===== config.mk =====
export PLATFORM = sky130hd
export DESIGN_NAME = mip_multilevel_request_arbiter
export DESIGN_NICKNAME = d
export VERILOG_FILES = /design/src/mip_pkg.sv /design/src/mip_multilevel_request_arbiter.sv
export VERILOG_INCLUDE_DIRS = /design/src
export SDC_FILE = /design/constraint.sdc
export NUM_CORES = 1
export LEC_CHECK = 0
export BUFFER_PORTS_ARGS = -buffer_cell sky130_fd_sc_hd__buf_4
export CAP_MARGIN = 40
export CELL_PAD_IN_SITES_DETAIL_PLACEMENT = 2
export CELL_PAD_IN_SITES_GLOBAL_PLACEMENT = 2
export CORE_MARGIN = 2
export CORE_UTILIZATION = 39
export DETAILED_ROUTE_END_ITERATION = 7
export HOLD_SLACK_MARGIN = 0.1
export PLACE_DENSITY_LB_ADDON = 0.2
export REMOVE_ABC_BUFFERS = 1
export SLEW_MARGIN = 20
export SYNTH_ARGS = -nofsm -noshare
export SYNTH_HDL_FRONTEND = slang
export SYNTH_SLANG_ARGS = --single-unit

===== constraint.sdc =====
create_clock -name sys_clk -period 8.3 [get_ports sys_clk]
set_input_delay 1.66 -clock sys_clk [delete_from_list [all_inputs] [get_ports sys_clk]]
set_output_delay 1.66 -clock sys_clk [all_outputs]
set_load 0.005 [all_outputs]

===== src/mip_consts.svh =====
// Register offsets, field positions and reset values of the
// multilevel interrupt prioritizer.
// Assumes inclusion by its bare name from design files.
`ifndef MIP_CONSTS_SVH
`define MIP_CONSTS_SVH

// Byte offsets on the register bus
`define MIP_OFS_CTRL    8'h00
`define MIP_OFS_STATUS  8'h04
`define MIP_OFS_ENABLE  8'h08
`define MIP_OFS_LEVEL   8'h0c
`define MIP_OFS_PEND    8'h10
`define MIP_OFS_BASE0   8'h14
`define MIP_OFS_BASE1   8'h18
`define MIP_OFS_BASE2   8'h1c
`define MIP_OFS_BASE3   8'h20

// Control fields
`define MIP_CTRL_RR_BIT   0
`define MIP_CTRL_BOOT_BIT 1

// Status fields
`define MIP_STAT_ACT_LSB  0
`define MIP_STAT_RR_LSB   8

// Reset values
`define MIP_RST_CTRL    2'h0
`define MIP_RST_ENABLE  16'h0000
`define MIP_RST_LEVEL   32'h0000_0000
`define MIP_RST_BASE0   16'h0004
`define MIP_RST_BASE1   16'h000c
`define MIP_RST_BASE2   16'h0014
`define MIP_RST_BASE3   16'h001c
`define MIP_RST_RR      4'hf

// Vector geometry, in program-memory words
`define MIP_APP_BASE    16'h0000
`define MIP_BOOT_BASE   16'h4000
`define MIP_NMI_OFS     16'h0002
`define MIP_VEC_STEP    16'h0002

// Bus answers
`define MIP_RESP_OKAY   2'h0
`define MIP_RESP_SLVERR 2'h2

`endif


===== src/mip_pkg.sv =====
// Types shared by the multilevel interrupt prioritizer.
// Assumes nothing of its surroundings.
package mip_pkg;

  // Per-source level setting
  typedef enum logic [1:0] {
    MIP_LVL_OFF  = 2'b00,
    MIP_LVL_LOW  = 2'b01,
    MIP_LVL_MED  = 2'b10,
    MIP_LVL_HIGH = 2'b11
  } mip_lvl_t;

  // Class of an offered vector
  typedef enum logic [2:0] {
    MIP_CLS_NONE = 3'b000,
    MIP_CLS_LOW  = 3'b001,
    MIP_CLS_MED  = 3'b010,
    MIP_CLS_HIGH = 3'b011,
    MIP_CLS_NMI  = 3'b100
  } mip_cls_t;

  // Vector offered to the core
  typedef struct packed {
    logic        valid;
    mip_cls_t    cls;
    logic [15:0] addr;
  } mip_vec_t;

endpackage : mip_pkg


===== src/mip_multilevel_request_arbiter.sv =====
// Multilevel interrupt prioritizer with an AXI4-Lite register slave.
// Assumes sources and core run on sys_clk; core pulses vec_ack when
// it loads the offered vector and vec_done when a handler returns.
//
// How it works
// Each source picks low, medium or high level
// Medium request preempts running low handler
// High request preempts medium or low handler
// Same level: lowest vector address wins; the code picks the lowest source index, whatever the base registers hold
// Optional round-robin among low-level requests
// Non-maskable request ignores enables and levels
// Vector is peripheral base plus offset
// Vectors are program-memory word addresses
// Request needs enable, level and condition
// Acknowledge loads offered vector into core
// Every source has own enable and level
// Vector table in application or boot section
// Not-higher requests wait for handler completion
//
// Chosen here: the register addresses and the AXI4-Lite register port.
`timescale 1ns/1ps
`include "mip_consts.svh"

module mip_multilevel_request_arbiter (
  input  wire logic            sys_clk,
  input  wire logic            rst_b,
  input  wire logic            clk_en,
  input  wire logic [7:0]      s_axi_awaddr,
  input  wire logic            s_axi_awvalid,
  output logic                 s_axi_awready,
  input  wire logic [31:0]     s_axi_wdata,
  input  wire logic [3:0]      s_axi_wstrb,
  input  wire logic            s_axi_wvalid,
  output logic                 s_axi_wready,
  output logic [1:0]           s_axi_bresp,
  output logic                 s_axi_bvalid,
  input  wire logic            s_axi_bready,
  input  wire logic [7:0]      s_axi_araddr,
  input  wire logic            s_axi_arvalid,
  output logic                 s_axi_arready,
  output logic [31:0]          s_axi_rdata,
  output logic [1:0]           s_axi_rresp,
  output logic                 s_axi_rvalid,
  input  wire logic            s_axi_rready,
  input  wire logic [15:0]     irq_cond,
  input  wire logic            nmi_cond,
  output mip_pkg::mip_vec_t    vec_out,
  input  wire logic            vec_ack,
  input  wire logic            vec_done
);

  logic [1:0]  ctrl_reg;
  logic [15:0] enable_reg;
  logic [31:0] level_reg;
  logic [15:0] base_reg [0:3];
  logic [3:0]  act_reg;
  logic [3:0]  act_next;
  logic [3:0]  rr_last_reg;
  logic [3:0]  idx_reg;
  logic [15:0] req;
  logic [3:1]  lv_hit;
  logic [3:0]  lv_idx [1:3];
  mip_pkg::mip_vec_t vec_next;
  logic [3:0]  idx_next;
  logic [15:0] sect_base;
  logic        wr_go;
  logic        rd_go;
  logic [31:0] rd_data;
  logic        rd_hit;
  logic        wr_hit;

  // Byte-lane merge for partial writes
  function automatic logic [31:0] mip_merge(
    input logic [31:0] old,
    input logic [31:0] d,
    input logic [3:0]  s
  );
    logic [31:0] r;
    r = old;
    for (int b = 0; b < 4; b++) begin
      if (s[b]) begin
        r[8*b +: 8] = d[8*b +: 8];
      end
    end
    return r;
  endfunction : mip_merge

  // Raw requests from sources
  always_comb begin
    for (int i = 0; i < 16; i++) begin
      req[i] = irq_cond[i] & enable_reg[i]
             & (level_reg[2*i +: 2] != mip_pkg::MIP_LVL_OFF);
    end
  end

  // Per-level winner; descending scan leaves the lowest index
  always_comb begin
    for (int l = 1; l < 4; l++) begin
      lv_hit[l] = 1'b0;
      lv_idx[l] = 4'h0;
      for (int k = 15; k >= 0; k--) begin
        if (req[k] && level_reg[2*k +: 2] == 2'(l)) begin
          lv_hit[l] = 1'b1;
          lv_idx[l] = 4'(k);
        end
      end
    end
    // Low level with round-robin on: scan starts just after the last served source
    if (ctrl_reg[`MIP_CTRL_RR_BIT]) begin
      lv_hit[1] = 1'b0;
      lv_idx[1] = 4'h0;
      for (int k = 15; k >= 0; k--) begin
        if (req[4'(rr_last_reg + 4'(k) + 4'h1)]
            && level_reg[2*(4'(rr_last_reg + 4'(k) + 4'h1)) +: 2]
               == mip_pkg::MIP_LVL_LOW) begin
          lv_hit[1] = 1'b1;
          lv_idx[1] = 4'(rr_last_reg + 4'(k) + 4'h1);
        end
      end
    end
  end

  // Section of program memory holding the table
  assign sect_base = ctrl_reg[`MIP_CTRL_BOOT_BIT] ?
                     `MIP_BOOT_BASE : `MIP_APP_BASE;

  // Pick what may preempt the running handler, if anything
  always_comb begin
    vec_next = '0;
    idx_next = idx_reg;
    if (nmi_cond && !act_reg[3]) begin
      vec_next.valid = 1'b1;
      vec_next.cls   = mip_pkg::MIP_CLS_NMI;
    end else if (lv_hit[3] && act_reg[3:2] == 2'h0) begin
      vec_next.valid = 1'b1;
      vec_next.cls   = mip_pkg::MIP_CLS_HIGH;
      idx_next       = lv_idx[3];
    end else if (lv_hit[2] && act_reg[3:1] == 3'h0) begin
      vec_next.valid = 1'b1;
      vec_next.cls   = mip_pkg::MIP_CLS_MED;
      idx_next       = lv_idx[2];
    end else if (lv_hit[1] && act_reg == 4'h0) begin
      vec_next.valid = 1'b1;
      vec_next.cls   = mip_pkg::MIP_CLS_LOW;
      idx_next       = lv_idx[1];
    end
    // Word address: section + peripheral base + interrupt offset; non-maskable: section + its fixed offset
    if (vec_next.cls == mip_pkg::MIP_CLS_NMI) begin
      vec_next.addr = sect_base + `MIP_NMI_OFS;
    end else begin
      vec_next.addr = sect_base + base_reg[idx_next[3:2]]
                    + 16'(idx_next[1:0]) * `MIP_VEC_STEP;
    end
    // The taken vector must not be offered again next cycle
    if (vec_ack) begin
      vec_next = '0;
    end
  end

  // Handler nesting: return clears the top, acknowledge sets a bit
  always_comb begin
    act_next = act_reg;
    if (vec_done) begin
      if (act_reg[3]) begin
        act_next[3] = 1'b0;
      end else if (act_reg[2]) begin
        act_next[2] = 1'b0;
      end else if (act_reg[1]) begin
        act_next[1] = 1'b0;
      end else begin
        act_next[0] = 1'b0;
      end
    end
    if (vec_ack && vec_out.valid) begin
      unique case (vec_out.cls)
        mip_pkg::MIP_CLS_NMI:  act_next[3] = 1'b1;
        mip_pkg::MIP_CLS_HIGH: act_next[2] = 1'b1;
        mip_pkg::MIP_CLS_MED:  act_next[1] = 1'b1;
        mip_pkg::MIP_CLS_LOW:  act_next[0] = 1'b1;
        default:               act_next = act_next;
      endcase
    end
  end

  // Offered vector; registered so the core sees a clean level
  always_ff @(posedge sys_clk or negedge rst_b) begin
    if (!rst_b) begin
      vec_out <= '0;
      idx_reg <= 4'h0;
    end else if (clk_en) begin
      vec_out <= vec_next;
      idx_reg <= idx_next;
    end
  end

  // Running-level record
  always_ff @(posedge sys_clk or negedge rst_b) begin
    if (!rst_b) begin
      act_reg <= 4'h0;
    end else if (clk_en) begin
      act_reg <= act_next;
    end
  end

  // Round-robin pointer moves only when a low request is taken
  always_ff @(posedge sys_clk or negedge rst_b) begin
    if (!rst_b) begin
      rr_last_reg <= `MIP_RST_RR;
    end else if (clk_en) begin
      if (vec_ack && vec_out.valid
          && vec_out.cls == mip_pkg::MIP_CLS_LOW) begin
        rr_last_reg <= idx_reg;
      end
    end
  end

  // Write channel: ready raised once both address and data wait
  assign wr_go = s_axi_awvalid && s_axi_wvalid
               && s_axi_awready && s_axi_wready;

  always_ff @(posedge sys_clk or negedge rst_b) begin
    if (!rst_b) begin
      s_axi_awready <= 1'b0;
      s_axi_wready  <= 1'b0;
      s_axi_bvalid  <= 1'b0;
      s_axi_bresp   <= `MIP_RESP_OKAY;
    end else if (clk_en) begin
      if (wr_go) begin
        s_axi_awready <= 1'b0;
        s_axi_wready  <= 1'b0;
        s_axi_bvalid  <= 1'b1;
        s_axi_bresp   <= wr_hit ? `MIP_RESP_OKAY : `MIP_RESP_SLVERR;
      end else if (s_axi_awvalid && s_axi_wvalid && !s_axi_bvalid
                   && !s_axi_awready) begin
        s_axi_awready <= 1'b1;
        s_axi_wready  <= 1'b1;
      end else if (s_axi_bvalid && s_axi_bready) begin
        s_axi_bvalid  <= 1'b0;
      end
    end
  end

  // Read-only words accept writes silently
  always_comb begin
    unique case (s_axi_awaddr)
      `MIP_OFS_CTRL, `MIP_OFS_STATUS, `MIP_OFS_ENABLE,
      `MIP_OFS_LEVEL, `MIP_OFS_PEND, `MIP_OFS_BASE0,
      `MIP_OFS_BASE1, `MIP_OFS_BASE2, `MIP_OFS_BASE3: wr_hit = 1'b1;
      default:                                       wr_hit = 1'b0;
    endcase
  end

  // Software-written configuration
  always_ff @(posedge sys_clk or negedge rst_b) begin
    if (!rst_b) begin
      ctrl_reg    <= `MIP_RST_CTRL;
      enable_reg  <= `MIP_RST_ENABLE;
      level_reg   <= `MIP_RST_LEVEL;
      base_reg[0] <= `MIP_RST_BASE0;
      base_reg[1] <= `MIP_RST_BASE1;
      base_reg[2] <= `MIP_RST_BASE2;
      base_reg[3] <= `MIP_RST_BASE3;
    end else if (clk_en && wr_go) begin
      unique case (s_axi_awaddr)
        `MIP_OFS_CTRL:
          ctrl_reg <= 2'(mip_merge(32'(ctrl_reg), s_axi_wdata, s_axi_wstrb));
        `MIP_OFS_ENABLE:
          enable_reg <= 16'(mip_merge(32'(enable_reg), s_axi_wdata,
                                      s_axi_wstrb));
        `MIP_OFS_LEVEL:
          level_reg <= mip_merge(level_reg, s_axi_wdata, s_axi_wstrb);
        `MIP_OFS_BASE0:
          base_reg[0] <= 16'(mip_merge(32'(base_reg[0]), s_axi_wdata,
                                       s_axi_wstrb));
        `MIP_OFS_BASE1:
          base_reg[1] <= 16'(mip_merge(32'(base_reg[1]), s_axi_wdata,
                                       s_axi_wstrb));
        `MIP_OFS_BASE2:
          base_reg[2] <= 16'(mip_merge(32'(base_reg[2]), s_axi_wdata,
                                       s_axi_wstrb));
        `MIP_OFS_BASE3:
          base_reg[3] <= 16'(mip_merge(32'(base_reg[3]), s_axi_wdata,
                                       s_axi_wstrb));
        default: ;
      endcase
    end
  end

  // Read decode; unmapped words read zero with an error answer
  always_comb begin
    rd_data = 32'h0000_0000;
    rd_hit  = 1'b1;
    unique case (s_axi_araddr)
      `MIP_OFS_CTRL:   rd_data = 32'(ctrl_reg);
      `MIP_OFS_STATUS: begin
        rd_data[`MIP_STAT_ACT_LSB +: 4] = act_reg;
        rd_data[`MIP_STAT_RR_LSB +: 4]  = rr_last_reg;
      end
      `MIP_OFS_ENABLE: rd_data = 32'(enable_reg);
      `MIP_OFS_LEVEL:  rd_data = level_reg;
      `MIP_OFS_PEND:   rd_data = 32'(req);
      `MIP_OFS_BASE0:  rd_data = 32'(base_reg[0]);
      `MIP_OFS_BASE1:  rd_data = 32'(base_reg[1]);
      `MIP_OFS_BASE2:  rd_data = 32'(base_reg[2]);
      `MIP_OFS_BASE3:  rd_data = 32'(base_reg[3]);
      default:         rd_hit  = 1'b0;
    endcase
  end

  assign rd_go = s_axi_arvalid && s_axi_arready;

  // Read channel: one read at a time, data held until taken
  always_ff @(posedge sys_clk or negedge rst_b) begin
    if (!rst_b) begin
      s_axi_arready <= 1'b0;
      s_axi_rvalid  <= 1'b0;
      s_axi_rdata   <= 32'h0000_0000;
      s_axi_rresp   <= `MIP_RESP_OKAY;
    end else if (clk_en) begin
      if (rd_go) begin
        s_axi_arready <= 1'b0;
        s_axi_rvalid  <= 1'b1;
        s_axi_rdata   <= rd_data;
        s_axi_rresp   <= rd_hit ? `MIP_RESP_OKAY : `MIP_RESP_SLVERR;
      end else if (s_axi_arvalid && !s_axi_rvalid && !s_axi_arready) begin
        s_axi_arready <= 1'b1;
      end else if (s_axi_rvalid && s_axi_rready) begin
        s_axi_rvalid  <= 1'b0;
      end
    end
  end

endmodule : mip_multilevel_request_arbiter


Yosys cells after proc, flatten, opt, wreduce, memory -nomap -nowiden
Cells that the tools add are included.
{ "totals": {"register_bits": 186, "mem_bits_rw": 0, "rom_bits": 0, "n_memories": 0, "latchBits": 0} }
{ "classes": {"reduce_logical": 135, "n_lt_le_gt_ge": 17, "add_sub_neg": 33, "n_div": 0, "n_mux": 203, "eq_ne": 87, "n_bitwise": 33, "n_shift": 16, "multipliers": 0} }
{ "ops": {"columns": ["operator", "count"], "rows": [
  ["$shiftx 32x6->2", 16],
  ["$mux 4", 75],
  ["$pmux 20 s7", 1],
  ["$mux 1", 98],
  ["$logic_and 1x1->1", 81],
  ["$lt 4x5->1 const B", 16],
  ["$add 4x1->4 const B", 16],
  ["$bmux 1 s4", 16],
  ["$eq 2x1->1 const B", 32],
  ["$eq 2x2->1 const B", 32],
  ["$eq 8x5->1 const B", 8],
  ["$reduce_and 3->1", 17],
  ["$mux 16", 3],
  ["$reduce_bool 2->1", 20],
  ["$pmux 4 s9", 1],
  ["$add 4x4->4 const B", 8],
  ["$and 1x1->1", 32],
  ["$bmux 16 s2", 1],
  ["$eq 8x4->1 const B", 4],
  ["$pmux 4 s8", 1],
  ["$pmux 4 s7", 1],
  ["$mux 20", 1],
  ["$reduce_or 9->1", 2],
  ["$add 15x16->16", 1],
  ["21 further kinds", 41]
]} }

Longest topological paths before layout
Gate-level depths: netlist of the first run.
{ "depth": {"depth_word": 35, "depth_mapped": 30} }

Least setup slack after synthesis of the first run
OpenSTA, ideal clock, no wires.
{ "synth_timing": {"kind": "register to register", "start": "register rr_last_reg[1]", "end": "register vec_out[15] in the netlist's numbering", "path_slack_ns": 1.519, "required_time_ns": 8.168, "t_arrival_ns": 6.649, "setup_time_ns": 0.132, "synth_period_minus_slack_ns": 6.781, "path_stages_with_launch": 30, "path_cell_list": "dfstp_2 -> clkbuf_1 -> buf_2 -> inv_1 -> ha_1 -> buf_2 -> clkbuf_1 -> clkbuf_1 -> mux4_2 -> mux4_2 -> o21ai_0 -> a31o_2 -> nor4_1 -> a2bb2oi_1 -> a31oi_2 -> buf_2 -> buf_6 -> buf_2 -> buf_2 -> nor2b_1 -> a211oi_1 -> a21oi_1 -> ha_1 -> inv_1 -> fa_1 -> or3_1 -> buf_4 -> nor4_4 -> nor4b_1 -> or3b_1"} }
{ "synth_via": {"elab_chain_cells": 35, "word_cells_on_any_way": 162, "cone_classes": "add/sub: 32; eq/ne: 17; shift: 16; mux: 79; bitwise: 1; reduce/logical: 17"} }
{ "synth_lines": {"columns": ["element", "line_no", "text"], "rows": [
  ["start: declaration", "mip_multilevel_request_arbiter.sv:58", "logic [3:0] rr_last_reg;"],
  ["start signal: assignment", "mip_multilevel_request_arbiter.sv:208", "rr_last_reg <= `MIP_RST_RR;"],
  ["start signal: assignment", "mip_multilevel_request_arbiter.sv:212", "rr_last_reg <= idx_reg;"],
  ["$add 4x4->4", "mip_multilevel_request_arbiter.sv:113, mip_multilevel_request_arbiter.sv:114, mip_multilevel_request_arbiter.sv:117", null],
  ["$add 4x1->4", "mip_multilevel_request_arbiter.sv:113, mip_multilevel_request_arbiter.sv:114, mip_multilevel_request_arbiter.sv:117", null],
  ["$shiftx 32x6->2 / $bmux 1 s4 (equally long branches)", "mip_multilevel_request_arbiter.sv:114, mip_multilevel_request_arbiter.sv:113", null],
  ["$eq 2x1->1 / $mux 1 (equally long branches)", "mip_multilevel_request_arbiter.sv:115, mip_multilevel_request_arbiter.sv:113", null],
  ["$logic_and 1x1->1", "mip_multilevel_request_arbiter.sv:114", "&& level_reg[2*(4'(rr_last_reg + 4'(k) + 4'h1)) +: 2]"],
  ["$mux 1 (16 in a row)", "mip_multilevel_request_arbiter.sv:113", "if (req[4'(rr_last_reg + 4'(k) + 4'h1)]"],
  ["$mux 1", "mip_multilevel_request_arbiter.sv:109", "if (ctrl_reg[`MIP_CTRL_RR_BIT]) begin"],
  ["$logic_and 1x1->1", "mip_multilevel_request_arbiter.sv:142", "end else if (lv_hit[1] && act_reg == 4'h0) begin"],
  ["[... 3 more ...]", null, null],
  ["$mux 4", "mip_multilevel_request_arbiter.sv:131", "if (nmi_cond && !act_reg[3]) begin"],
  ["$not 2->3 (not written as such)", "mip_multilevel_request_arbiter.sv:151", "vec_next.addr = sect_base + base_reg[idx_next[3:2]]"],
  ["$bmux 16 s2", "mip_multilevel_request_arbiter.sv:151", null],
  ["$mux 16 (not written as such) (2 in a row)", "mip_multilevel_request_arbiter.sv:151", null],
  ["$add 15x16->16", "mip_multilevel_request_arbiter.sv:151", null],
  ["$add 16x3->16 (no source line)", null, null],
  ["$mux 16 *", "mip_multilevel_request_arbiter.sv:148", "if (vec_next.cls == mip_pkg::MIP_CLS_NMI) begin"],
  ["$mux 20 *", "mip_multilevel_request_arbiter.sv:155", "if (vec_ack) begin"],
  ["end signal: assignment", "mip_multilevel_request_arbiter.sv:191", "vec_out <= vec_next;"],
  ["end: declaration", "mip_multilevel_request_arbiter.sv:47", "output mip_pkg::mip_vec_t vec_out,"]
]} }
Every way passes the cells marked *; elsewhere a longest branch is shown, timed or not. The select of a mux whose other input is x is not followed.
A chain may end at the register's enable or synchronous reset.

Worst setup path in the final report of the first run
Ends and elaborated chain as after synthesis.

==> results of run 1 <==
## layer usage
layer,track usage (%),routed length (µm),vias up
li1,-,-,5572
met1,43.7,25400,6714
met2,52.8,27300,398
met3,4.33,2730,70
met4,9.57,1290,2
met5,0,11,-
## cell families (layout without fill, tap and decap cells)
family	count (synthesis)	count (layout)	synth area share, %
xor+xnor	26	26	2.02
other cells	1	2	0.0277
buf+inv	106	224	3.81
mux	207	207	18.9
simple gates	483	483	20.6
fa+ha+maj	12	12	1.17
compound gates	370	370	19.2
flops	184	184	34.2
## power by group
| part | internal, µW | total [µW] | switching [µW] |
|---|---|---|---|
| clock | 433 | 876 | 443 |
| combinational | 152 | 386 | 234 |
| sequential | 927 | 957 | 29.7 |
## synth_stat cells, types with 19 or more instances
master	instances
o211ai_1	20
a21oi_1	52
nand2_1	147
clkbuf_1	35
buf_2	20
and4b_1	20
a22o_1	19
nor2_1	80
mux2_2	146
a22oi_1	24
o22ai_1	30
inv_1	23
nand4_1	22
mux4_2	24
dfrtp_1	172
mux2i_1	37
nand3_1	37
nor3_1	27
o21ai_0	85
## cell type report
| cell class | count | area (µm²) | share of cell area (%) |
|---|---|---|---|
| multi-input combinational | 1100 | 8400 | 53.8 |
| inverter | 26 | 97.6 | 0.625 |
| timing repair buffer | 166 | 1320 | 8.43 |
| tap | 455 | 569 | 3.65 |
| clock inverter | 15 | 183 | 1.17 |
| clock buffer | 17 | 425 | 2.73 |
| sequential | 184 | 4620 | 29.6 |
## path summary, 6_finish.rpt
kind,from,end,cells past startpoint
max,rr_last_reg[1],vec_out[15],18
min,s_axi_rdata[7],s_axi_rdata[7],2
max reg2reg,rr_last_reg[1],vec_out[15],18
min reg2reg,s_axi_rdata[7],s_axi_rdata[7],2
min in group asynchronous,rst_b,level_reg[21],1
max in group asynchronous,rst_b,level_reg[23],4
## worst max-delay path: stages, from the launching register on
cell and delay (ns):
dfstp_2 0.54, buf_4 0.44, ha_1 0.40, xor3_1 0.62
mux4_2 0.68, o311ai_4 0.37, nor4_1 0.12, nand4_1 0.23
nand2_1 0.18, nor2_1 0.44, nand4_1 0.17, a221oi_1 0.44
a211oi_1 0.10, o31a_1 0.36, fa_1 0.55, or3_1 0.56
nor4_4 0.34, nor4b_1 0.09, or3b_1 0.40
## stage by stage
| stage | setup slack [ns] | total power (µW) | cells |
|---|---|---|---|
| floorplan | 1.06 | 1150 | 1310 |
| global placement | 0.757 | 1340 | 1922 |
| detailed placement | 0.743 | 1350 | 1927 |
| CTS | 1.11 | 2230 | 1959 |
| global route | 0.772 | 2300 | 1963 |
| finish | 1.11 | 2220 | 1963 |
==> run_results.csv, run 1 <==
group,metric,value,unit
logic_synthesis,synth_edf_count,0,
logic_synthesis,synth_area_leader_cell,"dfrtp_1",
power_and_ir_drop,leakagePower,0.00703,µW
route,via_per_inst,6.50,
finish,final_nets,1586,
clocking,cts_sinks,184,
logic_synthesis,ys_async_sr_fraction,100,%
placed_design,dpl_cell_area,15000,µm²
route,drc_errors,0,
logic_synthesis,synthTopCellsByArea,"dfrtp_1 (32%), mux2_2 (12%), nand2_1 (4.1%)",
sta,finalClockSkew,0.0149,ns
route,route.antenna.remaining_nets,0,
clocking,worstSkewPairLatency,0.48,ns
finish,drive_above_1_share,28.2,%
clocking,cts.clk_slew.worst_paths,0.09,ns
logic_synthesis,post_synth_instance_area,13500,µm²
placed_design,io_buffers,137,
die,core.rowCount,68,
finish,areaGrowthSynthToFinish,15.5,%
setup_path,worstSetupStartpointType,"flop",
route,avgRoutedWirePerCell,28.9,µm
global_route,grt_pass1_wl,87400,µm
die,fp.dieH,190,µm
finish,mostFrequentLayoutCell,"dfrtp_1",
finish,mostFrequentLayoutCells,"dfrtp_1 (172), buf_4 (156), nand2_1 (147)",
route,finalWirelength,56800,µm
sta,hold_viol_final,0,
route,drt_iter0_markers,1053,
logic_synthesis,synth_top_cell_area_share,31.8,%
clocking,post_cts_buffers,0,
sta,tightest_slew,0.835,ns
global_route,first_global_vias,13663,
finish,largest_reg_flops,64,
sta,fmax,139,MHz
clocking,cts_tree,"yes",
route,firstDrtPassIters,5,
clocking,cts.repair.resized,0,
logic_synthesis,ys_warn_count,0,
setup_path,worst-path-max-fanout,41,
power_and_ir_drop,power_density,142,nW/µm²
clocking,root_buffer,"clkbuf_16",
logic_synthesis,yosysUniqueCellTypes,97,
clocking,cts_hold_buffers,0,
global_route,grtUsageTotal,32.0,%
placed_design,gp_congestion,0.913,
finish,diodes,0,
sta,setup_viol,0,
clocking,cts_buffer_depth,2,
logic_synthesis,synth_seq_cells,184,
logic_synthesis,syn_avg_cell_area,9.73,µm²
clocking,h-tree-depth,4,
global_route,grt_remaining_overflow,0,
power_and_ir_drop,ir_drop,0.160,mV
global_route,grt_max_degree,88,
sta,min_period,7.19,ns
finish,design_area,15600,µm²
sta,finalCritPeriodShare,86.6,%
die,die_area,36200,µm²
sta,max_slew_margin,43.5,%
die,io_pins,140,
sta,rsz0062_at_grt,"false",
logic_synthesis,ys.flop_type,"dfrtp_1",
setup_path,crit_required,8.65,ns
clocking,cts_buffers,17,
logic_synthesis,netlist_instances,1389,
setup_path,worstSetupPathType,"reg2reg",
outcome,status,"finished clean",
die,coreArea,34400,µm²
setup_path,cp-end-kind,"flop",
logic_synthesis,yosysSeqAreaShare,34.2,%
die,die-width,190,µm
placed_design,dpl.hpwl,42400,µm
setup_path,reg2reg_slack,1.11,ns
die,start_util,39.3,%
hold_path,hold_class,"reg2reg",
setup_path,cp.arrival,7.54,ns
global_route,antenna_found_initial,1,
finish,final_util,45.4,%
route,vias,12756,
sta,slew_violations,0,
flow_run,maxCapViolations,0,
sta,finalSetupTns,0,ns
sta,holdWs,0.489,ns
finish,fill_cells,3673,
No activity file was read; power rests on OpenSTA's default activity.
==> run 2, diff against run 1 <==
==> constraint.sdc (replaced) <==
create_clock -name sys_clk -period 8.3 [get_ports sys_clk]
set_input_delay 0.83 -clock sys_clk [delete_from_list [all_inputs] [get_ports sys_clk]]
set_output_delay 0.83 -clock sys_clk [all_outputs]
set_load 0.005 [all_outputs]
==> run 2 against run 1 <==
  * Clock power grew 5.6%
  * Largest cell class unchanged
  * Largest power group unchanged
  * Global-route usage grew 0.64 points
  * Critical path depth grew 2
  * First-iteration DRC count grew 4.7%
  * Combinational power is essentially flat
  * Via count grew 1.7%
  * Worst setup slack gained 0.071 ns
  * Critical path type unchanged
  * Maximum frequency grew 1.0%
  * Clock skew grew 0.0046 ns
==> run_results.csv, run 2 (synthesis gave the netlist of run 1 again) <==
group,metric,value,unit
die,die_area,36200,µm²
finish,mostFrequentLayoutCells,"dfrtp_1 (172), buf_4 (159), nand2_1 (147)",
die,io_pins,140,
sta,slew_violations,0,
global_route,grt_pass1_wl,88300,µm
clocking,worstSkewPairLatency,0.47,ns
sta,setup_viol,0,
route,drt_iter0_markers,1103,
setup_path,worstSetupStartpointType,"flop",
finish,drive_above_1_share,28.4,%
finish,diodes,0,
finish,final_util,45.5,%
die,coreArea,34400,µm²
finish,final_nets,1587,
setup_path,critical_path.endpoint,"vec_out[15]",
power_and_ir_drop,ir_drop,0.158,mV
setup_path,cp-end-kind,"flop",
flow_run,maxCapViolations,0,
sta,max_slew_margin,30.5,%
die,fp.dieH,190,µm
setup_path,cp.arrival,7.46,ns
global_route,grt_remaining_overflow,0,
sta,rsz0062_at_grt,"false",
clocking,cts.repair.resized,0,
global_route,grt_max_degree,57,
route,vias,12969,
clocking,cts_sinks,184,
finish,mostFrequentLayoutCell,"dfrtp_1",
outcome,status,"finished clean",
setup_path,reg2reg_slack,1.18,ns
placed_design,dp_cells,1929,
sta,min_period,7.12,ns
global_route,first_global_vias,13662,
die,start_util,39.3,%
sta,finalSetupTns,0,ns
placed_design,gp_congestion,0.917,
die,core.rowCount,68,
placed_design,dpl.hpwl,43600,µm
global_route,antenna_found_initial,0,
clocking,root_buffer,"clkbuf_16",
global_route,grtUsageTotal,32.6,%
sta,finalCritPeriodShare,85.7,%
sta,finalClockSkew,0.0195,ns
clocking,cts_hold_buffers,0,
finish,fill_cells,3707,
clocking,cts_tree,"yes",
clocking,post_cts_buffers,0,
route,finalWirelength,58400,µm
clocking,cts.clk_slew.worst_paths,0.08,ns
power_and_ir_drop,power_density,145,nW/µm²
finish,largest_reg_flops,64,
finish,finalNonFillerCells,1964,
route,avgRoutedWirePerCell,29.7,µm
placed_design,io_buffers,137,
clocking,h-tree-depth,4,
sta,tightest_slew,1.04,ns
setup_path,crit_start,"rr_last_reg[0]",
clocking,cts_buffer_depth,2,
power_and_ir_drop,p_total,2270,µW
power_and_ir_drop,leakagePower,0.00704,µW
sta,fmax,141,MHz
placed_design,pre_cts_slack,1.41,ns
setup_path,worstSetupPathType,"reg2reg",
setup_path,ff2ff_path_depth,20,
setup_path,crit_required,8.65,ns
finish,areaGrowthSynthToFinish,15.6,%
sta,setup_slack,1.18,ns
clocking,cts_buffers,17,
setup_path,r2r_start,"rr_last_reg[0]",
route,via_per_inst,6.60,
setup_path,worst-path-max-fanout,19,
route,drc_errors,0,
sta,hold_viol_final,0,
die,die-width,190,µm
setup_path,reg2reg_to,"vec_out[15]",
hold_path,hold_class,"in2async",
route,route.antenna.remaining_nets,0,
route,firstDrtPassIters,5,
[run 2: cell types whose count changed in the layout (fill, tap and decap cells not counted), sizes merged]
cell,previous run,this run
buf,162,163
bufinv,1,4
clkbuf,20,22
clkdlybuf4s15,0,1
clkinv,6,5
clkinvlp,2,0
dlymetal6s2s,1,0
inv,32,30
[run 2: area by class of cell]
| cell class | instances | area, µm² | share of cell area [%] |
|---|---|---|---|
| timing repair buffer | 167 | 1310 | 8.36 |
| clock inverter | 13 | 188 | 1.20 |
| multi-input combinational | 1100 | 8400 | 53.8 |
| tap | 455 | 569 | 3.64 |
| clock buffer | 19 | 443 | 2.83 |
| sequential | 184 | 4620 | 29.6 |
| inverter | 26 | 97.6 | 0.624 |
[run 2: how the worst min path moves through the flow]
stage,end,slack (ns)
6_report,s_axi_rdata[18],0.32
5_1_grt,s_axi_rdata[18],0.35
4_1_cts,s_axi_rdata[18],0.34
3_5_place_dp,vec_out[0],0.48
3_3_place_gp,s_axi_rdata[0],0.46
2_1_floorplan,rr_last_reg[0],0.46
[run 2: through the flow]
step	area, µm²	hold slack [ns]
2_1_floorplan	13100	0.464
3_3_place_gp	14900	0.463
3_5_place_dp	15000	0.479
4_1_cts	15600	0.336
5_1_grt	15600	0.347
6_report	15600	0.316
[run 2: metal layers]
layer,vias up,part of all wire [%],track usage [%]
met5,-,0,0
met4,0,2.8,10.8
met3,85,5.9,5.26
met2,500,48,53.7
met1,6796,43,43.8
li1,5588,-,-
[run 2: worst max-delay path, cell delays in order (launching register included)]
cell	delay (ns)
dfstp_2	0.54
inv_2	0.14
ha_1	0.90
mux4_2	0.46
nor3_1	0.42
nor3_1	0.24
nor3b_1	0.63
a311oi_1	0.12
nor4b_1	0.34
a2bb2oi_1	0.37
a31oi_4	0.22
nor2b_1	0.23
a211oi_1	0.08
a21oi_1	0.15
ha_1	0.20
inv_1	0.07
fa_1	0.49
or3_1	0.57
nor4_4	0.34
nor4b_1	0.07
or3b_1	0.38
[run 2: where the power goes]
group / switching (µW) / internal, µW / total, µW
combinational: 234 / 152 / 386
sequential: 29.8 / 927 / 957
clock: 408 / 517 / 925
